===== config.mk =====
export PLATFORM = sky130hd
export DESIGN_NAME = sar_adc_control_readout
export DESIGN_NICKNAME = d
export VERILOG_FILES = /design/src/core/sar_adc_pkg.sv /design/src/core/sar_adc_control_readout.sv /design/src/core/conv_tick_gen.sv /design/src/core/sar_engine.sv
export SDC_FILE = /design/constraint.sdc
export NUM_CORES = 1
export LEC_CHECK = 0
export BUFFER_PORTS_ARGS = -buffer_cell sky130_fd_sc_hd__clkbuf_2
export CORE_AREA = 2 2 126 128
export CTS_BUF_LIST = sky130_fd_sc_hd__clkbuf_2 sky130_fd_sc_hd__clkbuf_4 sky130_fd_sc_hd__clkbuf_8
export DETAILED_ROUTE_END_ITERATION = 6
export DIE_AREA = 0 0 128 130
export PLACE_DENSITY_LB_ADDON = 0.1
export SLEW_MARGIN = 10
export SYNTH_ARGS = -nofsm -noshare
export SYNTH_HDL_FRONTEND = slang
export SYNTH_SLANG_ARGS = --single-unit

===== constraint.sdc =====
create_clock -name mclk_i -period 5.05 [get_ports mclk_i]
set_input_delay 1.01 -clock mclk_i [delete_from_list [all_inputs] [get_ports mclk_i]]
set_output_delay 1.01 -clock mclk_i [all_outputs]
set_load 0.03 [all_outputs]

===== src/core/sar_adc_pkg.sv =====
package sar_adc_pkg;
   // ***************************
   // Register map
   // ***************************
   // Printed offsets are not all multiples of four: they are indices
   localparam logic [7:0] IDX_CTRL_STATUS = 8'h2e;
   localparam logic [7:0] IDX_RESULT_HIGH = 8'h2f;
   localparam logic [7:0] IDX_RESULT_LOW = 8'h30;
   localparam logic [7:0] IDX_MOTOR_CFG = 8'h31;
   localparam logic [7:0] IDX_POWER_MODE = 8'h32;
   localparam int ADDR_W = 10;

   // ***************************
   // Fields
   // ***************************
   localparam int CSR_DONE_BIT = 7;
   localparam int CSR_DIV_HI = 6;
   localparam int CSR_DIV_LO = 5;
   localparam int CSR_ENABLE_BIT = 4;
   localparam int CSR_CHAN_HI = 3;
   localparam int MCFG_IRQ_EN_BIT = 0;
   localparam int MCFG_STRETCH_BIT = 1;
   localparam int PMODE_WAIT_BIT = 0;
   localparam int PMODE_HALT_BIT = 1;
   localparam logic [7:0] RESET_BYTE = 8'h00;
   localparam int RESULT_W = 10;

   // ***************************
   // Timing
   // ***************************
   localparam int CLK_MHZ = 100;
   localparam int FADC_4_MHZ = 4;
   localparam int FADC_2_MHZ = 2;
   localparam int FADC_1_MHZ = 1;
   // Highest allowed rate rounds the divider up
   localparam logic [7:0] DIV_CODE0 = 8'((CLK_MHZ + FADC_4_MHZ - 1) / FADC_4_MHZ);
   localparam logic [7:0] DIV_CODE1 = 8'((CLK_MHZ + FADC_2_MHZ - 1) / FADC_2_MHZ);
   localparam logic [7:0] DIV_CODE2 = 8'((CLK_MHZ + FADC_1_MHZ - 1) / FADC_1_MHZ);
   localparam logic [1:0] DIV_SEL_4MHZ = 2'h0;
   localparam logic [1:0] DIV_SEL_2MHZ = 2'h1;
   localparam logic [1:0] DIV_SEL_1MHZ = 2'h2;
   localparam logic [4:0] SAMPLE_TICKS = 5'h03;
   localparam logic [4:0] SAMPLE_TICKS_LONG = 5'h0c;
   localparam logic [3:0] BITS_LAST = 4'h9;

   typedef enum logic [1:0] {
      CONV_IDLE = 2'b00,
      CONV_SAMPLE = 2'b01,
      CONV_APPROX = 2'b10
   } conv_state_t;
endpackage : sar_adc_pkg


===== src/core/sar_adc_control_readout.sv =====
// Chosen here: register access over APB.
`timescale 1ns/1ps
// Function
// - Set completion flag when conversion finishes
// - Interrupt only when irq enable set
// - Result held until next conversion ends
// - High result read clears completion flag
// - Channel write restarts conversion on new channel
// - Low result read locks both results
// - High read or disable releases lock
// - No result update while lock held
// - Wait mode unaffected; irq wakes from wait
// - Halt disables converter; software waits settle
// - Divider field picks 4, 2, 1 MHz
// - Enable bit starts or stops conversion
// - Channel field binary selects input 0-15
// - High register holds result bits 9:2
// - Low register holds bits 1:0, rest zero
// - Control register writable except flag bit
// - Converts continuously while enabled
// - Flag stays set through later conversions until high read
// - Stretch bit lengthens sampling phase
module sar_adc_control_readout
   import sar_adc_pkg::*;
(
   input wire logic mclk_i,
   input wire logic reset_i,
   input wire logic psel_i,
   input wire logic penable_i,
   input wire logic pwrite_i,
   input wire logic [ADDR_W-1:0] paddr_i,
   input wire logic [31:0] pwdata_i,
   output logic [31:0] prdata_o,
   output logic pready_o,
   output logic pslverr_o,
   input wire logic cmp_hi_i,
   output logic [3:0] chan_sel_o,
   output logic sample_o,
   output logic [RESULT_W-1:0] trial_o,
   output logic analog_on_o,
   output logic irq_o,
   output logic wake_o
);
   // ***************************
   // Register state
   // ***************************
   logic [1:0] conv_clock_divider_ff;
   logic converter_enable_ff;
   logic [3:0] chan_ff;
   logic done_flag_ff;
   logic conversion_irq_enable_ff;
   logic sample_time_stretch_ff;
   logic wait_mode_ff;
   logic halt_mode_ff;
   logic lock_ff;
   logic [RESULT_W-1:0] result_ff;
   logic [31:0] nxt_rdata;
   logic nxt_err;
   logic access;
   logic wr;
   logic rd;
   logic idx_ok;
   logic [7:0] idx;
   logic run;
   logic restart;
   logic tick;
   logic eng_done;
   logic eng_sample;
   logic [RESULT_W-1:0] eng_trial;
   logic [RESULT_W-1:0] eng_result;
   logic wr_csr;
   logic wr_mcfg;
   logic wr_pmode;
   logic rd_high;
   logic rd_low;
   logic [2:0] cmp_sync_ff;
   logic cmp_hi_ff;

   function automatic logic hit(input logic [7:0] a, input logic [7:0] target);
      hit = (a == target);
   endfunction : hit

   // ***************************
   // APB decode
   // ***************************
   assign access = psel_i && penable_i && pready_o;
   assign idx = paddr_i[ADDR_W-1:2];
   assign idx_ok = (paddr_i[1:0] == 2'h0);
   assign wr = access && pwrite_i && idx_ok;
   assign rd = access && !pwrite_i && idx_ok;
   // Halt powers the converter down
   assign run = converter_enable_ff && !halt_mode_ff;
   assign restart = wr_csr && (pwdata_i[CSR_CHAN_HI:0] != chan_ff);

   // ***************************
   // Register strobes
   // ***************************
   assign wr_csr = wr && hit(idx, IDX_CTRL_STATUS);
   assign wr_mcfg = wr && hit(idx, IDX_MOTOR_CFG);
   assign wr_pmode = wr && hit(idx, IDX_POWER_MODE);
   assign rd_high = rd && hit(idx, IDX_RESULT_HIGH);
   assign rd_low = rd && hit(idx, IDX_RESULT_LOW);

   // One wait state: answer in the access phase's second edge
   always_ff @(posedge mclk_i) begin
      if (reset_i) begin
         pready_o <= 1'b0;
      end else begin
         pready_o <= psel_i && penable_i && !pready_o;
      end
   end

   always_comb begin
      nxt_rdata = 32'h0000_0000;
      nxt_err = 1'b0;
      if (!idx_ok) begin
         nxt_err = 1'b1;
      end else if (hit(idx, IDX_CTRL_STATUS)) begin
         nxt_rdata[7:0] = {done_flag_ff, conv_clock_divider_ff, converter_enable_ff, chan_ff};
      end else if (hit(idx, IDX_RESULT_HIGH)) begin
         nxt_rdata[7:0] = result_ff[RESULT_W-1:2];
      end else if (hit(idx, IDX_RESULT_LOW)) begin
         nxt_rdata[1:0] = result_ff[1:0];
      end else if (hit(idx, IDX_MOTOR_CFG)) begin
         nxt_rdata[MCFG_IRQ_EN_BIT] = conversion_irq_enable_ff;
         nxt_rdata[MCFG_STRETCH_BIT] = sample_time_stretch_ff;
      end else if (hit(idx, IDX_POWER_MODE)) begin
         nxt_rdata[PMODE_WAIT_BIT] = wait_mode_ff;
         nxt_rdata[PMODE_HALT_BIT] = halt_mode_ff;
      end else begin
         nxt_err = 1'b1;
      end
   end

   always_ff @(posedge mclk_i) begin
      if (reset_i) begin
         prdata_o <= 32'h0000_0000;
         pslverr_o <= 1'b0;
      end else if (psel_i && penable_i && !pready_o) begin
         prdata_o <= pwrite_i ? 32'h0000_0000 : nxt_rdata;
         pslverr_o <= nxt_err;
      end else begin
         pslverr_o <= 1'b0;
      end
   end

   // ***************************
   // Writable fields
   // ***************************
   always_ff @(posedge mclk_i) begin
      if (reset_i) begin
         {conv_clock_divider_ff, converter_enable_ff, chan_ff} <= RESET_BYTE[6:0];
      end else if (wr_csr) begin
         // Top bit ignored: flag is read-only
         conv_clock_divider_ff <= pwdata_i[CSR_DIV_HI:CSR_DIV_LO];
         converter_enable_ff <= pwdata_i[CSR_ENABLE_BIT];
         chan_ff <= pwdata_i[CSR_CHAN_HI:0];
      end
   end

   always_ff @(posedge mclk_i) begin
      if (reset_i) begin
         conversion_irq_enable_ff <= 1'b0;
         sample_time_stretch_ff <= 1'b0;
      end else if (wr_mcfg) begin
         conversion_irq_enable_ff <= pwdata_i[MCFG_IRQ_EN_BIT];
         sample_time_stretch_ff <= pwdata_i[MCFG_STRETCH_BIT];
      end
   end

   always_ff @(posedge mclk_i) begin
      if (reset_i) begin
         wait_mode_ff <= 1'b0;
         halt_mode_ff <= 1'b0;
      end else if (wr_pmode) begin
         wait_mode_ff <= pwdata_i[PMODE_WAIT_BIT];
         halt_mode_ff <= pwdata_i[PMODE_HALT_BIT];
      end
   end

   // ***************************
   // Converter
   // ***************************
   conv_tick_gen u_tick (
      .mclk_i(mclk_i),
      .reset_i(reset_i),
      .run_i(run),
      .div_sel_i(conv_clock_divider_ff),
      .tick_o(tick)
   );

   // ***************************
   // Comparator input
   // ***************************
   // Comparator output is asynchronous; latency is far below one tick
   always_ff @(posedge mclk_i) begin
      if (reset_i) begin
         cmp_sync_ff <= 3'h0;
      end else begin
         cmp_sync_ff <= {cmp_sync_ff[1:0], cmp_hi_i};
      end
   end

   // A change counts only once the last two stages agree
   always_ff @(posedge mclk_i) begin
      if (reset_i) begin
         cmp_hi_ff <= 1'b0;
      end else if (cmp_sync_ff[1] == cmp_sync_ff[2]) begin
         cmp_hi_ff <= cmp_sync_ff[2];
      end
   end

   sar_engine u_engine (
      .mclk_i(mclk_i),
      .reset_i(reset_i),
      .run_i(run),
      .restart_i(restart),
      .tick_i(tick),
      .stretch_i(sample_time_stretch_ff),
      .cmp_hi_i(cmp_hi_ff),
      .sample_o(eng_sample),
      .trial_o(eng_trial),
      .done_o(eng_done),
      .result_o(eng_result)
   );

   // ***************************
   // Flag, lock, results
   // ***************************
   always_ff @(posedge mclk_i) begin
      if (reset_i) begin
         done_flag_ff <= 1'b0;
      end else if (eng_done) begin
         done_flag_ff <= 1'b1;
      end else if (rd_high) begin
         done_flag_ff <= 1'b0;
      end
   end

   always_ff @(posedge mclk_i) begin
      if (reset_i || !converter_enable_ff) begin
         lock_ff <= 1'b0;
      end else if (rd_high) begin
         lock_ff <= 1'b0;
      end else if (rd_low) begin
         lock_ff <= 1'b1;
      end
   end

   always_ff @(posedge mclk_i) begin
      if (reset_i) begin
         result_ff <= 10'h000;
      end else if (eng_done && !lock_ff) begin
         result_ff <= eng_result;
      end
   end

   // ***************************
   // Pins
   // ***************************
   always_ff @(posedge mclk_i) begin
      if (reset_i) begin
         chan_sel_o <= 4'h0;
         sample_o <= 1'b0;
         trial_o <= 10'h000;
      end else begin
         chan_sel_o <= chan_ff;
         sample_o <= eng_sample;
         trial_o <= eng_trial;
      end
   end

   always_ff @(posedge mclk_i) begin
      if (reset_i) begin
         analog_on_o <= 1'b0;
      end else begin
         analog_on_o <= run;
      end
   end

   always_ff @(posedge mclk_i) begin
      if (reset_i) begin
         irq_o <= 1'b0;
         wake_o <= 1'b0;
      end else begin
         irq_o <= done_flag_ff && conversion_irq_enable_ff;
         // Wake only from wait; halt stops the converter anyway
         wake_o <= done_flag_ff && conversion_irq_enable_ff
                   && wait_mode_ff && !halt_mode_ff;
      end
   end
endmodule : sar_adc_control_readout


===== src/core/conv_tick_gen.sv =====
`timescale 1ns/1ps
// Converter clock enable from the peripheral clock
module conv_tick_gen
   import sar_adc_pkg::*;
(
   input wire logic mclk_i,
   input wire logic reset_i,
   input wire logic run_i,
   input wire logic [1:0] div_sel_i,
   output logic tick_o
);
   logic [7:0] cnt_ff;
   logic [7:0] div_val;

   always_comb begin
      case (div_sel_i)
         DIV_SEL_4MHZ: div_val = DIV_CODE0;
         DIV_SEL_2MHZ: div_val = DIV_CODE1;
         DIV_SEL_1MHZ: div_val = DIV_CODE2;
         // Code 11 unlisted: slowest rate
         default: div_val = DIV_CODE2;
      endcase
   end

   always_ff @(posedge mclk_i) begin
      if (reset_i || !run_i) begin
         cnt_ff <= 8'h00;
         tick_o <= 1'b0;
      end else if (cnt_ff >= div_val - 8'h01) begin
         cnt_ff <= 8'h00;
         tick_o <= 1'b1;
      end else begin
         cnt_ff <= cnt_ff + 8'h01;
         tick_o <= 1'b0;
      end
   end
endmodule : conv_tick_gen


===== src/core/sar_engine.sv =====
`timescale 1ns/1ps
// Successive approximation sequencer facing the comparator
module sar_engine
   import sar_adc_pkg::*;
(
   input wire logic mclk_i,
   input wire logic reset_i,
   input wire logic run_i,
   input wire logic restart_i,
   input wire logic tick_i,
   input wire logic stretch_i,
   input wire logic cmp_hi_i,
   output logic sample_o,
   output logic [RESULT_W-1:0] trial_o,
   output logic done_o,
   output logic [RESULT_W-1:0] result_o
);
   conv_state_t state_ff;
   logic [4:0] cnt_ff;
   logic [3:0] bit_ff;
   logic [RESULT_W-1:0] sar_ff;
   logic [RESULT_W-1:0] probe;

   always_comb begin
      probe = sar_ff | (10'h200 >> bit_ff);
   end

   assign trial_o = probe;
   assign sample_o = (state_ff == CONV_SAMPLE);

   always_ff @(posedge mclk_i) begin
      done_o <= 1'b0;
      if (reset_i || !run_i) begin
         state_ff <= CONV_IDLE;
         cnt_ff <= 5'h00;
         bit_ff <= 4'h0;
         sar_ff <= 10'h000;
         result_o <= 10'h000;
      end else if (restart_i) begin
         state_ff <= CONV_SAMPLE;
         cnt_ff <= 5'h00;
      end else if (tick_i) begin
         case (state_ff)
            CONV_IDLE: begin
               state_ff <= CONV_SAMPLE;
               cnt_ff <= 5'h00;
            end
            CONV_SAMPLE: begin
               // Stretch gives high-impedance sources time to settle
               if (cnt_ff >= (stretch_i ? SAMPLE_TICKS_LONG : SAMPLE_TICKS) - 5'h01) begin
                  state_ff <= CONV_APPROX;
                  bit_ff <= 4'h0;
                  sar_ff <= 10'h000;
               end else begin
                  cnt_ff <= cnt_ff + 5'h01;
               end
            end
            CONV_APPROX: begin
               if (bit_ff == BITS_LAST) begin
                  result_o <= cmp_hi_i ? probe : sar_ff;
                  done_o <= 1'b1;
                  state_ff <= CONV_SAMPLE;
                  cnt_ff <= 5'h00;
               end else begin
                  sar_ff <= cmp_hi_i ? probe : sar_ff;
                  bit_ff <= bit_ff + 4'h1;
               end
            end
            default: state_ff <= CONV_IDLE;
         endcase
      end
   end
endmodule : sar_engine


# Word level (Yosys, flattened, before mapping)
# Cells that the tools add are included.
# totals
n_memories	0
mem_bits_rw	0
regBits	120
latchBits	0
word_cells	138
romBits	0
inputBits	48
out_inout_bits	52
# op_classes
shifts	1
div	0
n_mux	35
add_sub_neg	5
multipliers	0
eq_ne	17
magnitude_cmp	2
n_bitwise	5
reduce_logical	43
# ops
operator	n
$eq 8x6->1 const B	5
$mux 10	3
$mux 8	3
$pmux 10 s2	1
$logic_and 1x1->1	18
$pmux 5 s3	1
$pmux 7 s2	1
$mux 1	12
$mux 2	6
$mux 4	3
$mux 5	2
$or 10x10->10	1
$shr 10x4->10 const A	1
$add 8x1->8 const B	1
$ge 8x8->1	1
$pmux 4 s2	1
$reduce_and 4->1	2
$reduce_or 2->1	4
$sub 7x1->8 const B	1
$logic_not 1->1	6
$logic_not 2->1	3
$mux 6	1
$ne 3x2->1 const B	2
$pmux 2 s3	1
18 further kinds	28

# Longest topological paths before layout
# Gate-level depths: netlist of run 1.
# depth
depth_word	8
depth_mapped	9
depth_no_buf	9

# By module
# From an unflattened synthesis of run 1, not the netlist that was laid out.
# hier_totals
cells_unflattened	504
area_unflattened_um2	4675.7
# modules_own_cells
module	cells_each	seq_area_each_um2	area_per_inst_um2	n_inst
sar_adc_control_readout	252	1101.1	2319.7	1
sar_engine	194	640.6	1775.5	1
conv_tick_gen	58	180.2	580.6	1

# Worst setup path before layout of run 1
# Ideal clock, no wire load.
# synth_path
path_kind	input to register
from	in paddr_i[9]
to	reg chan_ff[0]
required_time_ns	4.918
path_buffers	1
setup_ns	0.132
stages	5
t_arrival_ns	2.170
setup_slack_ns	2.747
cell_sequence	or3b_4 -> or4_1 -> clkbuf_1 -> nand2_1 -> a21oi_1
# synth_between
elab_chain_len	2
# synth_lines
item	line	source
from (decl)	sar_adc_control_readout.sv:31	input wire logic [ADDR_W-1:0] paddr_i,
$eq 8x6->1	sar_adc_control_readout.sv:80	hit = (a == target);
$logic_and 1x1->1	sar_adc_control_readout.sv:98	assign wr_csr = wr && hit(idx, IDX_CTRL_STATUS);
to (signal assigned)	sar_adc_control_readout.sv:152	{conv_clock_divider_ff, converter_enable_ff, chan_ff} <= RESET_BYTE[6:0];
to (signal assigned)	sar_adc_control_readout.sv:157	chan_ff <= pwdata_i[CSR_CHAN_HI:0];
to (decl)	sar_adc_control_readout.sv:49	logic [3:0] chan_ff;
# Every way passes these cells.
# A chain may end at the register's enable or synchronous reset.

# Worst setup path in the final report of run 1
# layout_path
from	in paddr_i[2]
to	reg u_engine.sar_ff[5]
# layout_between
elab_chain_len	5
# layout_lines
item	line	source
$eq 8x6->1	sar_adc_control_readout.sv:80	
$logic_and 1x1->1	sar_adc_control_readout.sv:98	
$logic_and 1x1->1	sar_adc_control_readout.sv:93	assign restart = wr_csr && (pwdata_i[CSR_CHAN_HI:0] != chan_ff);
$not 1->1 (no source line)	n/a	
$reduce_and 5->1 (no source line)	n/a	
to (signal assigned)	sar_engine.sv:65	sar_ff <= cmp_hi_i ? probe : sar_ff;
to (decl)	sar_engine.sv:21	logic [RESULT_W-1:0] sar_ff;
# Every way passes these cells.

==> results of run 1 <==
[layout make-up]
cell class              count  area, µm²  area share
clock buffers              11      151.4     0.03033
clock inverters             5      38.79    0.007771
inverters                  14      52.55     0.01053
multi-input cells         364       2313      0.4635
flip-flops and latches     96       1922      0.3851
well taps                 192      240.2     0.04813
repair buffers             53      272.8     0.05465
[per-stage QoR]
stage	utilization	cell area, µm²	setup WS, ps
detailed placement	0.3112	4801	2135
global placement	0.3112	4801	2187
CTS	0.3236	4991	2563
finish	0.3236	4991	2583
floorplan	-	4561	2747
global route	0.3236	4991	2445
[Yosys cell counts (5+ instances only)]
master / instances / area, µm²
nor2_1: 55 / 206.5
a31oi_1: 8 / 50.05
inv_1: 12 / 45.04
and3_1: 5 / 31.28
dfxtp_1: 96 / 1922
a22oi_1: 7 / 52.55
nand3_1: 12 / 60.06
nor3_1: 5 / 25.02
o2bb2ai_1: 6 / 52.55
a211oi_2: 12 / 150.1
mux2i_1: 5 / 50.05
nand2_1: 57 / 214.0
a21oi_1: 44 / 220.2
nor2b_1: 18 / 112.6
a22o_1: 7 / 61.31
buf_4: 26 / 195.2
o21ai_0: 7 / 35.03
ha_1: 19 / 237.7
mux2_2: 6 / 67.56
xnor2_1: 6 / 52.55
clkbuf_1: 13 / 48.80
[flip-flops by register name, summed over array words and instances (netlist names), 2 cells and up]
name / cells
chan_ff: 4
chan_sel_o: 4
cmp_sync_ff: 3
conv_clock_divider_ff: 2
prdata_o: 8
result_ff: 10
trial_o: 10
u_engine.bit_ff: 4
u_engine.cnt_ff: 5
u_engine.result_o: 10
u_engine.sar_ff: 10
u_engine.state_ff: 2
u_tick.cnt_ff: 8
[worst reg2reg max path, cell delays in order, from the launching register on]
cell	delay, ps
dfxtp_1	360
or2_2	370
ha_1	310
ha_1	270
a211o_1	250
a21oi_1	190
o211ai_1	250
nor2_1	170
[path summary, 6_finish.rpt]
check                                          to                                   from  cells past startpoint  slack (ps)
setup reg to reg      u_tick.cnt_ff[5]$_SDFF_PP0_  conv_clock_divider_ff[0]$_SDFFE_PP0P_                      7        2820
hold / removal          cmp_sync_ff[1]$_SDFF_PP0_              cmp_sync_ff[0]$_SDFF_PP0_                      1         450
setup / recovery  u_engine.sar_ff[5]$_SDFFE_PP0P_                             paddr_i[2]                      6        2580
hold reg to reg         cmp_sync_ff[1]$_SDFF_PP0_              cmp_sync_ff[0]$_SDFF_PP0_                      1         450
[per-layer routing]
layer / global-route usage / share of wire
met5: 0 / 0
met4: 0.06723 / 0.021
met3: 0.02296 / 0.031
met2: 0.2070 / 0.45
met1: 0.1655 / 0.49
[kinds of logic after synthesis]
kind of cell,count (synthesis),share of synthesized area
other cells,2,0.001678
simple gates,185,0.2109
flops,96,0.4295
fa+ha+maj,19,0.05313
xor+xnor,10,0.01957
compound gates,114,0.1862
buf+inv,58,0.07271
mux,11,0.02629
[power groups by stage]
stage	clock network (mW)	logic, mW	registers (mW)
after detailed placement	0	0.0657	0.777
after floorplan	0	0.0587	0.779
after CTS	0.521	0.0659	0.759
after global placement	0	0.0654	0.777
final	0.502	0.0659	0.759
after global routing	0.549	0.0710	0.760
==> impl_metrics.tcl, run 1 <==
set metrics [dict create \
    mostFrequentLayoutCells "dfxtp_1, nand2_1, nor2_1" \
    initial_core_util 0.2901 \
    status "complete, no violations" \
    fin_skew_ps 17.91 \
    netlist_area_um2 4474 \
    synth_cell_types 63 \
    clockPowerShare 0.378 \
    power_density_nw_per_um2 265.9 \
    slowest_stage "and4b_1" \
    cp_data_required_time_ps 5390 \
    grt_setup_unrepaired "no" \
    critPathMaxFanout 19 \
    diodes 0 \
    gp_congestion 0.7419 \
    clock.fmax_mhz 405.3 \
    htree_levels 3 \
    final-instance-count-excl-fill 735 \
    synth_area_per_cell_um2 9.039 \
    synth_edf_count 0 \
    postCtsHoldBufs 0 \
    finalPower_mw 1.327 \
    clock-root-buffer "clkbuf_8" \
    synthArstFlopShare 0 \
    wire_per_inst_um 14.26 \
    io_pins 100 \
    yosysWarnings 0 \
    postRouteAntennaNets 0 \
    row_count 46 \
    cts_setup_buffers 0 \
    grt_start_max_net_pins 53 \
    post_cts_resize_count 0 \
    grt_pass1_vias 3247 \
    worst-path-buf-inv 1 \
    via_count 3433 \
    min_path_type "flip-flop to flip-flop" \
    p_switching_mw 0.3440 \
    drt-initial-drc-count 140 \
    port_buffers 50 \
    drc 0 \
    critical-path-top-delay-family "simple AND/OR/NAND/NOR gates" \
    final_common_cell "dfxtp_1" \
    gr-usage-all-layers 0.1285 \
    ys_ff_latch 96 \
    die_w_um 128 \
    max_cap_violations 0 \
    p_int_mw 0.9831 \
    tritoncts "built" \
    finalHoldViolations 0 \
    finalSetupViolCount 0 \
    cp-start-kind "input pin" \
    clk_latency_ps 390 \
    place_hpwl_mm 7.692 \
    drv_slew 0 \
    slew_headroom 0.5409 \
    max_stage_delay_ps 470 \
    path_cells "clkbuf_2 > nor4b_1 > and4b_1 > a21oi_4 > a31oi_4 > a22o_1" \
    cts-buffers-inserted 9 \
    dr.pass1.iters 4 \
    area_growth_pct 11.55 \
    fill_cells 1625 \
    wl_mm 10.48 \
    setup_tns_ps 0 \
    vias_per_cell 4.671 \
    p_sw_frac 0.2592 \
    die_y_um 130 \
    grt_remaining_overflow 0 \
    core_um2 15420 \
    cts.sinks 96 \
    p_leak_nw 1.813 \
    seqPwrFrac 0.572 \
    end_kind "flip-flop" \
    cts.clk_slew.worst_paths_ps 110 \
    die-area_um2 16640 \
    drive_above_1_share 0.1842 \
    whs_ps 445.1 \
    worst_pin_slew_ps 686.9 \
    place_inst 719 \
    grt_pass1_wl_mm 16.53 \
    syn_inst 495 \
    arrival_ps 2810 \
    pwr-share-comb 0.050 \
    worst-setup-path-type "input pin to flip-flop" \
    antenna_found_initial 0 \
    num-nets-final 605 \
    irDropWorstVdd_uv 125.9 \
    ys_seq_area_frac 0.4295 \
    timing.final.crit_share 0.4886 \
    cts_buffer_depth 2 \
    period_minus_slack_ps 2467 \
    synth_ff_type "dfxtp_1" \
]
Power figures use the tool's default switching activity.
==> run 2, diff against run 1 <==
ABC_AREA = 1   (was default)
clock period = 2.02 ns   (was 5.05 ns; I/O delays follow)
==> run 2 against run 1 <==
Against the previous run:
- cell area up 3.1%
- worst hold slack worse by 230 ps
- setup slack worse by 2400 ps
- synthesized area about the same
- first-iteration DRC count up 54%
- cell count up 16%
- non-clock buffer count up 13
- power rose to 2.5 times the previous value
- critical path type is now flip-flop to flip-flop
- largest cell class unchanged
- highest routed layer unchanged
==> impl_metrics.tcl, run 2 <==
set metrics [dict create \
    cts.sinks 96 \
    drt-initial-drc-count 216 \
    diodes 0 \
    cts-buffers-inserted 9 \
    htree_levels 3 \
    place_ws_ps -75.93 \
    synth_cell_types 39 \
    gr-usage-met3 0.02378 \
    dr.pass1.iters 4 \
    grt_start_max_net_pins 33 \
    die_y_um 130 \
    num-nets-final 722 \
    wl_mm 11.04 \
    min_path_type "input pin to flip-flop" \
    synthTopCellsByCount "nor2_1, dfxtp_1, nand2_1" \
    yosysTopAreaCell "dfxtp_1" \
    netlist_area_um2 4476 \
    die-area_um2 16640 \
    end_kind "flip-flop" \
    drv_slew 0 \
    drive_above_1_share 0.1760 \
    via_count 3810 \
    synth_edf_count 0 \
    synthArstFlopShare 0 \
    drc 0 \
    regArea_um2 1924 \
    die_w_um 128 \
    fill_cells 1695 \
    tritoncts "built" \
    final_common_cell "nor2_1" \
    area_growth_pct 14.98 \
    gr-usage-all-layers 0.1380 \
    multiInputGateArea_um2 2177 \
    grt_pass1_wl_mm 18.21 \
    synth_area_per_cell_um2 7.509 \
    cp-endpoint "u_tick.cnt_ff[5]$_SDFF_PP0_" \
    ys_seq_area_frac 0.4294 \
    reg2reg_slack_ps 130 \
    irDropWorstVdd_uv 259.5 \
    cts.clk_slew.worst_paths_ps 90 \
    synth.most_common_cell "nor2_1" \
    worst_pin_slew_ps 529.5 \
    syn_inst 596 \
    finalHoldViolations 0 \
    startpoint "conv_clock_divider_ff[1]$_SDFFE_PP0P_" \
    reg2reg_from "conv_clock_divider_ff[1]$_SDFFE_PP0P_" \
    synthTopCellsByArea "dfxtp_1, nor2_1, nand2_1, a21oi_1, ha_1" \
    worstReg2RegEnd "u_tick.cnt_ff[5]$_SDFF_PP0_" \
    r2r_cells 12 \
    initial_core_util 0.2902 \
    gp_congestion 0.7665 \
    yosys.area.top_type_share 0.4294 \
    p_leak_nw 2.189 \
    postRouteAntennaNets 0 \
    power_density_nw_per_um2 651.9 \
    fin_skew_ps 13.88 \
    ys_ff_latch 96 \
    core_um2 15420 \
    whs_ps 212.2 \
    place_hpwl_mm 8.062 \
    critPathMaxFanout 4 \
    cp-start-kind "flip-flop" \
    grt_busiest_layer "met2" \
    yosysWarnings 0 \
    wire_per_inst_um 12.97 \
    finalPower_mw 3.355 \
    postCtsHoldBufs 0 \
    mostFrequentLayoutCells "nor2_1, dfxtp_1, nand2_1" \
    clk_latency_ps 380 \
    status "complete, no violations" \
    cp_data_required_time_ps 2340 \
    grt_use_met1 0.1823 \
    use_met2 0.2246 \
    clock-root-buffer "clkbuf_8" \
    worst-setup-path-type "flip-flop to flip-flop" \
    port_buffers 50 \
    timing.final.crit_share 0.9337 \
    finalSetupViolCount 0 \
    dpl-instance-area_um2 4883 \
    io_pins 100 \
    grt_pass1_vias 3655 \
    antenna_found_initial 0 \
    clock.fmax_mhz 530.2 \
    final_area_um2 5146 \
    synth_ff_type "dfxtp_1" \
    slew_headroom 0.6466 \
    cts_buffer_depth 2 \
    row_count 46 \
    grt_remaining_overflow 0 \
    vias_per_cell 4.477 \
    arrival_ps 2200 \
    max_cap_violations 0 \
    fin_ws_ps 134.0 \
    period_minus_slack_ps 1886 \
]
-- run 2: cells by family after synthesis --
group | Yosys count | synth area share
buf+inv | 106 | 0.1157
flops | 96 | 0.4294
compound gates | 127 | 0.1515
fa+ha+maj | 19 | 0.05312
other cells | 2 | 0.001678
simple gates | 237 | 0.2309
xor+xnor | 9 | 0.01761
-- run 2: critical path, cell delays in order (launching register included) --
cell and delay (ps):
dfxtp_2 350, nor2_4 110, inv_2 50, buf_4 140, ha_1 190, inv_1 50, ha_1 220, nand2_2 90
nor2_4 50, nand4_1 100, nand4_1 180, buf_4 210, nor2_1 70
-- run 2: worst min-delay path by stage --
| stage | startpoint | to | slack (ps) | cells after the start |
|---|---|---|---|---|
| 2_1_floorplan | cmp_sync_ff[0]$_SDFF_PP0_ | cmp_sync_ff[1]$_SDFF_PP0_ | 390 | 2 |
| 3_3_place_gp | cmp_sync_ff[0]$_SDFF_PP0_ | cmp_sync_ff[1]$_SDFF_PP0_ | 400 | 2 |
| 3_5_place_dp | cmp_sync_ff[0]$_SDFF_PP0_ | cmp_sync_ff[1]$_SDFF_PP0_ | 400 | 2 |
| 4_1_cts | cmp_hi_i | cmp_sync_ff[0]$_SDFF_PP0_ | 190 | 3 |
| 5_1_grt | cmp_hi_i | cmp_sync_ff[0]$_SDFF_PP0_ | 210 | 3 |
| 6_report | cmp_hi_i | cmp_sync_ff[0]$_SDFF_PP0_ | 210 | 3 |
-- run 2: per-layer routing --
metal,vias up,share of wire
met5,-,0
met4,0,0.016
met3,16,0.036
li1,2000,-
met1,1730,0.50
met2,64,0.45
-- run 2: timing repair --
action,CTS,global route
resized for setup,2,14
setup endpoints to repair,8,14
gates cloned,0,0
pin swaps,1,8
buffers inserted,1,1
-- run 2: layout make-up --
type / instances / share of cell area
multi-input cells: 417 / 0.4230
flip-flops and latches: 96 / 0.3739
repair buffers: 66 / 0.07197
inverters: 65 / 0.04741
well taps: 192 / 0.04668
clock buffers: 11 / 0.02820
clock inverters: 4 / 0.008753
-- run 2: metrics by stage --
| stage | instances | TNS, ps | utilization |
|---|---|---|---|
| 6_report | 851 | 0 | 0.3336 |
| 5_1_grt | 851 | -0.9790 | 0.3336 |
| 4_1_cts | 850 | 0 | 0.3296 |
| 3_5_place_dp | 834 | -480.5 | 0.3166 |
| 3_3_place_gp | 834 | 0 | 0.3166 |
| 2_1_floorplan | 619 | 0 | - |
-- run 2: report_power, final --
group,internal (mW),switching [mW]
sequential,1.90,0.00194
combinational,0.0342,0.131
clock,0.608,0.684
total,2.54,0.816
